File: src/mma_defs.vh
// Constants for the memory module address path.
`ifndef MMA_DEFS_VH
`define MMA_DEFS_VH

// Address register geometry.
`define MMA_ADDR_W      19
`define MMA_KEY_W       16
`define MMA_WORD_W      14
`define MMA_ROT_W       3
`define MMA_KEY_LSB     3
`define MMA_WORD_LSB    5
`define MMA_KB_BIT3     3
`define MMA_KB_BIT4     4
`define MMA_INC_BIT     4
`define MMA_MODULES     4

// Mode line codes, ordered high, middle, low.
`define MMA_MODE_NOP    3'h0
`define MMA_MODE_LOAD   3'h2
`define MMA_MODE_ADD    3'h4
`define MMA_MODE_SUB    3'h5

// Reset values.
`define MMA_ADDR_RST    19'h00000
`define MMA_WORD_RST    14'h0000
`define MMA_BYTE_RST    8'h00

`endif

File: src/mma_addr_path.v
// Memory address register, save and restore, modification and distribution.
`timescale 1ns/10ps
`default_nettype none
`include "mma_defs.vh"

module mma_addr_path #(
	parameter ADDR_W = `MMA_ADDR_W,
	parameter WORD_W = `MMA_WORD_W
) (
	input  wire              sys_clk_in,
	input  wire              rst_in,
	input  wire              addr_mode_line_high_in,
	input  wire              addr_mode_line_mid_in,
	input  wire              addr_mode_line_low_in,
	input  wire [ADDR_W-1:0] main_exchange_bus_in,
	input  wire [ADDR_W-1:0] field_address_reg_in,
	input  wire              memory_rw_micro_start_in,
	input  wire              memory_rw_micro_done_in,
	input  wire              microword_increment_in,
	input  wire              fetch_flag_in,
	input  wire              transfer_direction_sign_in,
	input  wire              refresh_grant_in,
	input  wire [WORD_W-1:0] refresh_addr_in,
	input  wire [7:0]        write_data_in,
	input  wire [7:0]        read_data_in,
	output reg  [ADDR_W-1:0] memory_address_reg_out,
	output reg               data_role_out,
	output reg  [WORD_W-1:0] mod0_addr_out,
	output reg  [WORD_W-1:0] mod1_addr_out,
	output reg  [WORD_W-1:0] mod2_addr_out,
	output reg  [WORD_W-1:0] mod3_addr_out,
	output reg  [3:0]        modified_sel_out,
	output reg  [2:0]        rotate_bits_out,
	output reg  [7:0]        write_rot_out,
	output reg  [7:0]        read_rot_out
);

	localparam [2:0] ST_MICRO = 3'h1;
	localparam [2:0] ST_DATA  = 3'h2;
	localparam [2:0] ST_BAD   = 3'h4;

	// Place bit k of a byte at location (sel - k) modulo 8, location 0 highest.
	function [7:0] rot_byte;
		input [7:0] din;
		input [2:0] sel;
		reg   [2:0] src;
		integer     j;
		begin
			rot_byte = 8'h00;
			for (j = 0; j < 8; j = j + 1) begin
				src = sel - j[2:0];
				rot_byte[7 - j] = din[src];
			end
		end
	endfunction

	// Bring the bit at location (sel - k) modulo 8 back to data bit k.
	function [7:0] unrot_byte;
		input [7:0] din;
		input [2:0] sel;
		reg   [2:0] loc;
		integer     j;
		begin
			unrot_byte = 8'h00;
			for (j = 0; j < 8; j = j + 1) begin
				loc = sel - j[2:0];
				unrot_byte[j] = din[3'h7 - loc];
			end
		end
	endfunction

	// Action of the mode lines; unlisted codes fall to no operation.
	function [2:0] mode_decode;
		input [2:0] lines;
		begin
			case (lines)
				`MMA_MODE_LOAD: begin
					mode_decode = `MMA_MODE_LOAD;
				end
				`MMA_MODE_ADD: begin
					mode_decode = `MMA_MODE_ADD;
				end
				`MMA_MODE_SUB: begin
					mode_decode = `MMA_MODE_SUB;
				end
				default: begin
					mode_decode = `MMA_MODE_NOP;
				end
			endcase
		end
	endfunction

	reg  [ADDR_W-1:0] mar_q;
	reg  [ADDR_W-1:0] mar_d;
	reg  [ADDR_W-1:0] save_q;
	reg  [ADDR_W-1:0] save_d;
	reg  [2:0]        state_q;
	reg  [2:0]        state_d;
	reg  [2:0]        mode;
	reg  [`MMA_KEY_W-1:0] key_d;
	reg  [WORD_W-1:0] word_n;
	reg  [WORD_W-1:0] word_mod;
	reg  [WORD_W-1:0] mod_addr [0:3];
	reg  [2:0]        rot_sel;
	wire [3:0]        sel_a;
	wire [3:0]        sel_b;
	wire [3:0]        sel_mod;
	integer           m;

	mma_dist u_dist (
		.transfer_direction_sign_in (transfer_direction_sign_in),
		.fetch_flag_in              (fetch_flag_in),
		.key_byte_bit3_in           (mar_q[`MMA_KB_BIT3]),
		.key_byte_bit4_in           (mar_q[`MMA_KB_BIT4]),
		.unmodified_sel_a_out       (sel_a),
		.unmodified_sel_b_out       (sel_b),
		.modified_sel_out           (sel_mod)
	);

	// Next value of the address register and the saved micro address.
	always @* begin
		mar_d = mar_q;
		save_d = save_q;
		state_d = state_q;
		key_d = mar_q[ADDR_W-1:`MMA_KEY_LSB];
		mode = mode_decode({addr_mode_line_high_in,
			addr_mode_line_mid_in, addr_mode_line_low_in});
		case (state_q)
			ST_MICRO: begin
				if (memory_rw_micro_start_in) begin
					save_d = mar_q;
					mar_d = field_address_reg_in;
					state_d = ST_DATA;
				end else begin
					case (mode)
						`MMA_MODE_LOAD: begin
							mar_d = main_exchange_bus_in;
						end
						`MMA_MODE_ADD: begin
							key_d = key_d + main_exchange_bus_in[ADDR_W-1:`MMA_KEY_LSB];
							mar_d = {key_d, mar_q[`MMA_KEY_LSB-1:0]};
						end
						`MMA_MODE_SUB: begin
							key_d = key_d - main_exchange_bus_in[ADDR_W-1:`MMA_KEY_LSB];
							mar_d = {key_d, mar_q[`MMA_KEY_LSB-1:0]};
						end
						default: begin
							if (microword_increment_in) begin
								mar_d = mar_q + ({{(ADDR_W-1){1'b0}}, 1'b1} << `MMA_INC_BIT);
							end
						end
					endcase
				end
			end
			ST_DATA: begin
				if (memory_rw_micro_done_in) begin
					mar_d = save_q;
					state_d = ST_MICRO;
				end else if (mode == `MMA_MODE_LOAD) begin
					mar_d = main_exchange_bus_in;
				end
			end
			default: begin
				state_d = ST_MICRO;
			end
		endcase
	end

	// Word address and the always-present modified word.
	always @* begin
		word_n = mar_q[ADDR_W-1:`MMA_WORD_LSB];
		if (transfer_direction_sign_in) begin
			word_mod = word_n - {{(WORD_W-1){1'b0}}, 1'b1};
		end else begin
			word_mod = word_n + {{(WORD_W-1){1'b0}}, 1'b1};
		end
		for (m = 0; m < 4; m = m + 1) begin
			if (refresh_grant_in) begin
				mod_addr[m] = refresh_addr_in;
			end else if (sel_mod[m]) begin
				mod_addr[m] = word_mod;
			end else if (sel_a[m] & sel_b[m]) begin
				mod_addr[m] = word_n;
			end else begin
				mod_addr[m] = word_n;
			end
		end
		// Fetch addresses lie on byte boundaries and need no rotation.
		if (fetch_flag_in) begin
			rot_sel = 3'h0;
		end else begin
			rot_sel = mar_q[`MMA_KEY_LSB-1:0];
		end
	end

	always @(posedge sys_clk_in) begin
		if (rst_in) begin
			mar_q                  <= `MMA_ADDR_RST;
			save_q                 <= `MMA_ADDR_RST;
			state_q                <= ST_MICRO;
			memory_address_reg_out <= `MMA_ADDR_RST;
			data_role_out          <= 1'b0;
			mod0_addr_out          <= `MMA_WORD_RST;
			mod1_addr_out          <= `MMA_WORD_RST;
			mod2_addr_out          <= `MMA_WORD_RST;
			mod3_addr_out          <= `MMA_WORD_RST;
			modified_sel_out       <= 4'h0;
			rotate_bits_out        <= 3'h0;
			write_rot_out          <= `MMA_BYTE_RST;
			read_rot_out           <= `MMA_BYTE_RST;
		end else begin
			mar_q                  <= mar_d;
			save_q                 <= save_d;
			state_q                <= state_d;
			memory_address_reg_out <= mar_d;
			data_role_out          <= (state_d == ST_DATA);
			// In a fetch, modules 0 to 3 all carry the same word n unless refresh is granted.
			mod0_addr_out          <= mod_addr[0];
			mod1_addr_out          <= mod_addr[1];
			mod2_addr_out          <= mod_addr[2];
			mod3_addr_out          <= mod_addr[3];
			modified_sel_out       <= refresh_grant_in ? 4'h0 : sel_mod;
			rotate_bits_out        <= rot_sel;
			write_rot_out          <= rot_byte(write_data_in, rot_sel);
			read_rot_out           <= unrot_byte(read_data_in, rot_sel);
		end
	end

endmodule

`default_nettype wire

File: src/mma_dist.v
// Per-module address select terms for the four storage modules.
`timescale 1ns/10ps
`default_nettype none

module mma_dist (
	input  wire       transfer_direction_sign_in,
	input  wire       fetch_flag_in,
	input  wire       key_byte_bit3_in,
	input  wire       key_byte_bit4_in,
	output reg  [3:0] unmodified_sel_a_out,
	output reg  [3:0] unmodified_sel_b_out,
	output reg  [3:0] modified_sel_out
);

	reg [1:0] pos;
	integer   i;

	always @* begin
		pos = {key_byte_bit4_in, key_byte_bit3_in};
		modified_sel_out = 4'h0;
		for (i = 0; i < 4; i = i + 1) begin
			// Forward: modules below the key position take word n+1.
			if (!transfer_direction_sign_in && (i < pos)) begin
				modified_sel_out[i] = 1'b1;
			end
			// Reverse: modules above the key position take word n-1.
			if (transfer_direction_sign_in && (i > pos)) begin
				modified_sel_out[i] = 1'b1;
			end
		end
		// Fetch overrides modification for every module.
		if (fetch_flag_in) begin
			modified_sel_out = 4'h0;
		end
		unmodified_sel_a_out = ~modified_sel_out;
		unmodified_sel_b_out = ~modified_sel_out;
	end

endmodule

`default_nettype wire

File: config.mk
export PLATFORM = sky130hd
export DESIGN_NAME = mma_addr_path
export DESIGN_NICKNAME = d
export VERILOG_FILES = /design/src/mma_addr_path.v /design/src/mma_dist.v
export VERILOG_INCLUDE_DIRS = /design/src
export SDC_FILE = /design/constraint.sdc
export NUM_CORES = 1
export LEC_CHECK = 0
export ABC_CLOCK_PERIOD_IN_PS = 4300
export BUFFER_PORTS_ARGS = -buffer_cell sky130_fd_sc_hd__buf_2
export CAP_MARGIN = 40
export CORE_MARGIN = 2
export CORE_UTILIZATION = 40
export CTS_CLUSTER_SIZE = 24
export DETAILED_ROUTE_END_ITERATION = 8
export GPL_TIMING_DRIVEN = 0
export RECOVER_POWER = 25
export SLEW_MARGIN = 25
export SYNTH_ARGS = -nofsm -noshare
export SYNTH_HDL_FRONTEND = slang
export SYNTH_SLANG_ARGS = --single-unit
File: constraint.sdc
create_clock -name sys_clk_in -period 4.3 [get_ports sys_clk_in]
set_clock_uncertainty 0.2 [all_clocks]
set_input_delay 0.43 -clock sys_clk_in [delete_from_list [all_inputs] [get_ports sys_clk_in]]
set_output_delay 0.43 -clock sys_clk_in [all_outputs]
set_load 0.005 [all_outputs]
==> summary.md, run 1 <==
| Metric | Value |
|---|---|
| RSZ-0062 raised after global routing | `no` |
| DRT Wirelength | `around 26 mm` |
| Register bit count reported by yosys | `121` |
| Clock buffer depth | `2` |
| Initial DRC Count | `571` |
| CP max FO | `10` |
| YS warnings | `0` |
| Max VDD drop | `0.000333 V` |
| Mapped Nets | `~1100` |
| EDFF count, synth | `0` |
| Status | `finished clean` |
| WP data arrival | `4.10 ns` |
| Clock share of power | `40.8%` |
| Leak | `slightly above 4 nW` |
| # H-tree levels | `4` |
| CP endpoint kind | `register` |
| Mean Syn Cell Area | `between 7 and 8 sq um` |
| Final Hold Viols | `0` |
| Initial antenna violation count | `0` |
| Logic pwr share | `24.7%` |
| Yosys cell types | `74` |
| Post-CTS Setup Bufs | `0` |
| Ant. Diodes | `0` |
| Yosys top cell by area | `dfxtp_1` |
| Clk sink count | `~120` |
| Worst Slack Setup Final | `between 0.2 and 0.3 ns` |
| TritonRoute pass-1 iters | `5` |
| Ys flop type | `dfxtp_1` |
| Post-Synthesis Cell Area | `7700 sq um` |
| Reg power frac | `34.5%` |
| DRC violations left | `0` |
| Clk_lat worst skew | `around 0.42 ns` |
| Critical path startpoint | `addr_mode_line_high_in` |
| Top-count cell post-synth | `dfxtp_1` |
| Post-route ant nets | `0` |
| Worst setup path end | `mar_q[13]` |
| Hold-fix buffers at CTS | `0` |
| Hold Path Class | `input port to register` |
| Worst R2R End | `mod0_addr_out[12]` |
| Final core occ | `between 50% and 60%` |
| DP Worst Slack | `-0.111 ns` |
| TritonCTS clock tree | `done` |
| Vias/cell | `5.66` |
| Clock-pin slew on the worst setup and hold paths | `0.06 ns` |
| Gr usage total | `25.4%` |
| Synth top area cells | `dfxtp_1 (31%), a21oi_1 (7.1%), mux2i_1 (5.7%)` |
| Vias in the first global route | `7568` |
| Top cells by count, synth | `dfxtp_1 (121), nand2_1 (113), a21oi_1 (109), nor2_1 (73), o21ai_0 (67)` |
| Sw power | `0.00112 W` |
| Largest net degree at the start of global routing | `17` |
| Syn-to-layout area delta | `22.9%` |
| Fill count | `1905` |
| Initial core utilization | `between 40 and 50%` |
| P_int | `~0.0025 W` |
| Final Cycle Share | `93.5%` |
| Die X | `approximately 140 microns` |
| Remaining global-route overflow | `0` |
| Clock root buffer | `clkbuf_16` |
| Pwr Density | `385 nW/um^2` |
| First-pass GRT wire length | `39.9 mm` |
| Worst R2R Setup Slack | `0.83 ns` |
| Avg WL per Cell | `between 15 and 20 microns` |
| Ports | `around 180` |
| R2r startpoint | `mar_q[5]` |
| Sequential area share after synthesis | `between 30% and 40%` |
| Final count of pins violating max slew | `0` |
| Number of max-cap violations | `0` |
| Setup violators final | `0` |
| DIE AREA | `~20000 sq um` |
| Highest achievable clock rate | `~250 MHz` |
| FFs w/ async S/R, synth | `0%` |
| CORE AREA | `around 19000 sq um` |
| Dpl hpwl | `20.3 mm` |
| Nets | `roughly 1300` |
| Worst setup SP type | `input port` |
| GPL Wtd Cong | `0.962` |
| Cells after Synth | `roughly 970` |
| Via count | `7957` |
| Share of layout cells above drive strength 1 | `about a fifth` |
| Required time worst endpoint | `4.38 ns` |
| Sw frac | `a little under a third` |
| Area share of the largest cell type after synthesis | `31.5%` |
| Die Y | `~140 microns` |
| Port bufs | `172` |
| Setup TNS | `0 ns` |
| R2R cell count | `10` |
| Post-CTS sizing | `0` |
| Min Tclk post-route | `slightly above 4 ns` |
| WHS | `0.159 ns` |
| Critical path class | `input port to register` |
| Headroom to the max-slew limit | `48.6%` |
| Worst-Margin Slew | `0.772 ns` |
| CTS Buf Count | `17` |
| Site Rows | `50` |
## how the worst min path moves through the flow
stage	from	endpoint	slack [ns]	depth (start not counted)
2_1_floorplan	save_q[6]	save_q[6]	0.23	2
3_3_place_gp	save_q[1]	save_q[1]	0.24	2
3_5_place_dp	save_q[6]	save_q[6]	0.25	2
4_1_cts	refresh_addr_in[1]	mod2_addr_out[1]	0.15	3
5_1_grt	refresh_addr_in[1]	mod2_addr_out[1]	0.18	3
6_report	refresh_addr_in[1]	mod2_addr_out[1]	0.16	3
## metal layers
metal / global-route usage (%) / routed length [microns]
met5: 0 / 0
met4: 9.69 / 667
met3: 4.83 / 1710
met2: 42.1 / 12000
met1: 32.8 / 11500
## state kept, by name (all words and copies together), names as in the netlist
name              count
data_role_out         1
mar_q                19
mod0_addr_out        14
mod1_addr_out        14
mod2_addr_out        14
mod3_addr_out        14
modified_sel_out      4
read_rot_out          8
rotate_bits_out       3
save_q               19
state_q               3
write_rot_out         8
## metrics by stage
stage / power, W / cells / area (sq um)
floorplan: 0.00186 / 968 / 7700
global placement: 0.00217 / 1374 / 8850
detailed placement: 0.00218 / 1374 / 8850
CTS: 0.00367 / 1406 / 9490
global route: 0.00382 / 1407 / 9460
finish: 0.00365 / 1407 / 9460
## placed cells by master, fill, tap and decap left out, types with 24 or more instances in the layout
cell type  count
buf_2        163
dfxtp_1      121
nand2_1      113
a21oi_1      109
clkbuf_1      76
nor2_1        73
o21ai_0       67
mux2i_1       44
xnor2_1       33
ha_1          31
nor3_1        27
o21a_1        27
a31oi_1       26
inv_1         24
## power groups by stage
stage / registers, W / logic, W / clock network (W)
final: 0.00126 / 0.000901 / 0.00149
after global routing: 0.00126 / 0.000997 / 0.00156
after CTS: 0.00126 / 0.000899 / 0.00151
after detailed placement: 0.00128 / 0.000895 / 0
after global placement: 0.00128 / 0.000888 / 0
after floorplan: 0.00127 / 0.000589 / 0
## kinds of logic (layout without fill, tap and decap cells)
family | count (synthesis) | in the layout | synth area share [%]
compound gates | 321 | 321 | 26.2
xor+xnor | 48 | 48 | 5.46
fa+ha+maj | 33 | 33 | 5.56
buf+inv | 97 | 302 | 5.05
flops | 121 | 121 | 31.5
mux | 54 | 54 | 8.35
other cells | 1 | 1 | 0.0487
simple gates | 293 | 293 | 17.9
## layout make-up
cell class	count	area, sq um	share of cell area, %
Sequential cell	121	2420	25.6
Tap cell	234	293	3.09
Timing Repair Buffer	173	840	8.87
Buffer	72	295	3.12
Clock inverter	12	164	1.73
Inverter	25	93.8	0.992
Multi-Input combinational cell	750	4890	51.7
Clock buffer	20	467	4.93
## worst max-delay path, cell delays in order
cell and delay (ns):
buf_2 0.12, nor2b_1 0.17, buf_1 0.45, and2_1 0.24
clkbuf_1 0.41, nor2_1 0.11, xnor2_1 0.14, ha_1 0.33
nor2b_4 0.15, o31a_1 0.27, or4_4 0.45, a31o_4 0.28
xor2_1 0.15, a311oi_1 0.32, nor3_1 0.08
No activity file was read; power rests on OpenSTA's default activity.
==> inputs of run 2 (changes only) <==
- ABC_CLOCK_PERIOD_IN_PS: 4300 -> 3230
- CORE_ASPECT_RATIO: not set -> 0.9
- SYNTH_HIERARCHICAL: not set -> 1
- clock period: 4.3 -> 3.23 ns (I/O delays scaled with it)
==> summary.md, run 2 <==
| Metric | Value |
|---|---|
| DRC violations left | `0 (unchanged)` |
| Share of layout cells above drive strength 1 | `19.0% (-0.26 points)` |
| Max VDD drop | `0.000314 V (-5.9%)` |
| Pwr Density | `513 nW/um^2 (+33%)` |
| Vias/cell | `5.83 (+3.1%)` |
| Gr usage total | `26.7% (+1.3 points)` |
| Leak | `4.10 nW (+1.6%)` |
| DIE AREA | `20800 sq um (+2.0%)` |
| Avg WL per Cell | `19.5 microns (+6.1%)` |
| Biggest regs | `mar_q x19, save_q x19` |
| Port bufs | `174 (+1.2%)` |
| Most frequent cells in the layout | `buf_2 (146), dfxtp_1 (121), nand2_1 (110)` |
| Post-route ant nets | `0 (unchanged)` |
| CP max FO | `5 (-5)` |
| Mean Syn Cell Area | `8.05 sq um (+1.2%)` |
| Worst-Margin Slew | `0.851 ns (+0.0798 ns)` |
| Highest achievable clock rate | `318 MHz` |
| Clk_lat worst skew | `0.43 ns (about the same)` |
| Setup TNS | `0 ns (unchanged)` |
| # H-tree levels | `4 (unchanged)` |
| DP Worst Slack | `-0.642 ns (-0.531 ns)` |
| Critical path class | `input port to register` |
| Largest net degree at the start of global routing | `19 (+2)` |
| Critical path startpoint | `main_exchange_bus_in[8]` |
| Most common cell after layout, fill and taps aside | `buf_2` |
| Final Hold Viols | `0 (unchanged)` |
| Final Cycle Share | `a little under 100%` |
| Hold Path Class | `input port to register` |
| Headroom to the max-slew limit | `43.0% (-5.5 points)` |
| Post-Synthesis Cell Area | `7860 sq um (+2.0%)` |
| Remaining global-route overflow | `0 (unchanged)` |
| DP Cell Count | `1400 (+1.9%)` |
| WP data arrival | `3.28 ns (-0.82 ns)` |
| Final count of pins violating max slew | `0 (unchanged)` |
| Setup violators final | `0 (unchanged)` |
| Min Tclk post-route | `3.14 ns` |
| CORE AREA | `19200 sq um (+2.4%)` |
| Ports | `178 (unchanged)` |
| Worst setup SP type | `input port` |
| RSZ-0062 raised after global routing | `yes` |
| Dpl hpwl | `21.2 mm (+4.4%)` |
| Nets | `1288 (+1.3%)` |
| DRT Wirelength | `28.0 mm (+8.6%)` |
| Number of max-cap violations | `0 (unchanged)` |
| YS warnings | `6 (+6)` |
| Worst Slack Setup Final | `0.0892 ns (-0.190 ns)` |
| TritonRoute pass-1 iters | `7 (+2)` |
| R2r startpoint | `mar_q[5]` |
| CTS Buf Count | `17 (unchanged)` |
| Die X | `152 microns (+6.3%)` |
| GPL Wtd Cong | `0.974 (+1.3%)` |
| Initial core utilization | `40.9% (-0.14 points)` |
| WHS | `0.0568 ns (-0.102 ns)` |
| TritonCTS clock tree | `done` |
| Fill count | `1925 (+1.0%)` |
| Via count | `8393 (+5.5%)` |
| Clock-pin slew on the worst setup and hold paths | `0.06 ns (about the same)` |
| Clk sink count | `121 (unchanged)` |
| Site Rows | `48 (-4.0%)` |
| Layout Cells excl Fill | `1439 (+2.3%)` |
| Mapped Nets | `1088 (+0.74%)` |
| Required time worst endpoint | `3.37 ns (-1.01 ns)` |
| CP endpoint kind | `register` |
| Design Power | `0.00501 W (+37%)` |
| Die Y | `137 microns (-4.0%)` |
| Ant. Diodes | `0 (unchanged)` |
| First-pass GRT wire length | `42.2 mm (+5.7%)` |
| Initial DRC Count | `721 (+26%)` |
| Clock root buffer | `clkbuf_16` |
| Initial antenna violation count | `0 (unchanged)` |
| Min-delay src | `refresh_addr_in[7]` |
| Cells after Synth | `976 (+0.83%)` |
| Syn-to-layout area delta | `24.2%` |
| Status | `finished clean` |
| Vias in the first global route | `7647 (+1.0%)` |
| Clock buffer depth | `2 (unchanged)` |
==> run 2: worst paths after layout <==
kind / slack [ns] / cells past startpoint / end
min: 0.06 / 3 / mod2_addr_out[7]
max: 0.09 / 13 / mar_q[16]
max reg2reg: 0.16 / 9 / mod3_addr_out[12]
min reg2reg: 0.25 / 2 / save_q[0]
==> run 2: cell type report <==
| cell class | instances | area, sq um | share of cell area (%) |
|---|---|---|---|
| buffer | 67 | 274 | 2.81 |
| clock buffer | 19 | 453 | 4.64 |
| clock inverter | 13 | 169 | 1.73 |
| inverter | 26 | 97.6 | 1.00 |
| multi-input combinational | 761 | 5140 | 52.7 |
| sequential | 121 | 2420 | 24.8 |
| tap | 250 | 313 | 3.21 |
| timing repair buffer | 182 | 890 | 9.12 |
==> run 2: what timing repair did <==
| action | 4_1_cts | 5_1_grt |
|---|---|---|
| hold buffers | 3 | 0 |
| endpoints found under the setup margin | 12 | 12 |
| hold endpoints to repair | 3 | 0 |
| buffers inserted | 0 | 5 |
| pin swaps | 0 | 4 |
| gates resized for setup | 6 | 18 |
==> run 2: stage by stage <==
step | instance area [sq um] | utilization [%]
after floorplan | 7860 | -
after global placement | 9040 | 47.1
after detailed placement | 9040 | 47.1
after CTS | 9710 | 50.5
after global routing | 9760 | 50.8
final | 9760 | 50.8
==> run 2: per-layer routing <==
metal,up-vias,share of wire [%],track usage [%]
li1,4001,-,-
met1,3914,44,36.2
met2,412,45,41.8
met3,66,8.3,5.27
met4,0,3.5,10.3
met5,-,0,0
==> run 2: report_power, final <==
part	internal, W	total [W]	switching, W
Combinational	0.000516	0.00131	0.000795
Sequential	0.00161	0.00169	0.0000781
Clock	0.00126	0.00201	0.000749
==> run 2: critical path: stages <==
cell      delay [ns]
buf_2           0.16
or4_4           0.60
nor4_4          0.28
buf_4           0.19
a21oi_1         0.08
xnor2_1         0.13
ha_1            0.36
nand3_2         0.14
nor2_4          0.14
o311ai_2        0.13
o211a_1         0.26
mux2_2          0.28
o41ai_2         0.18
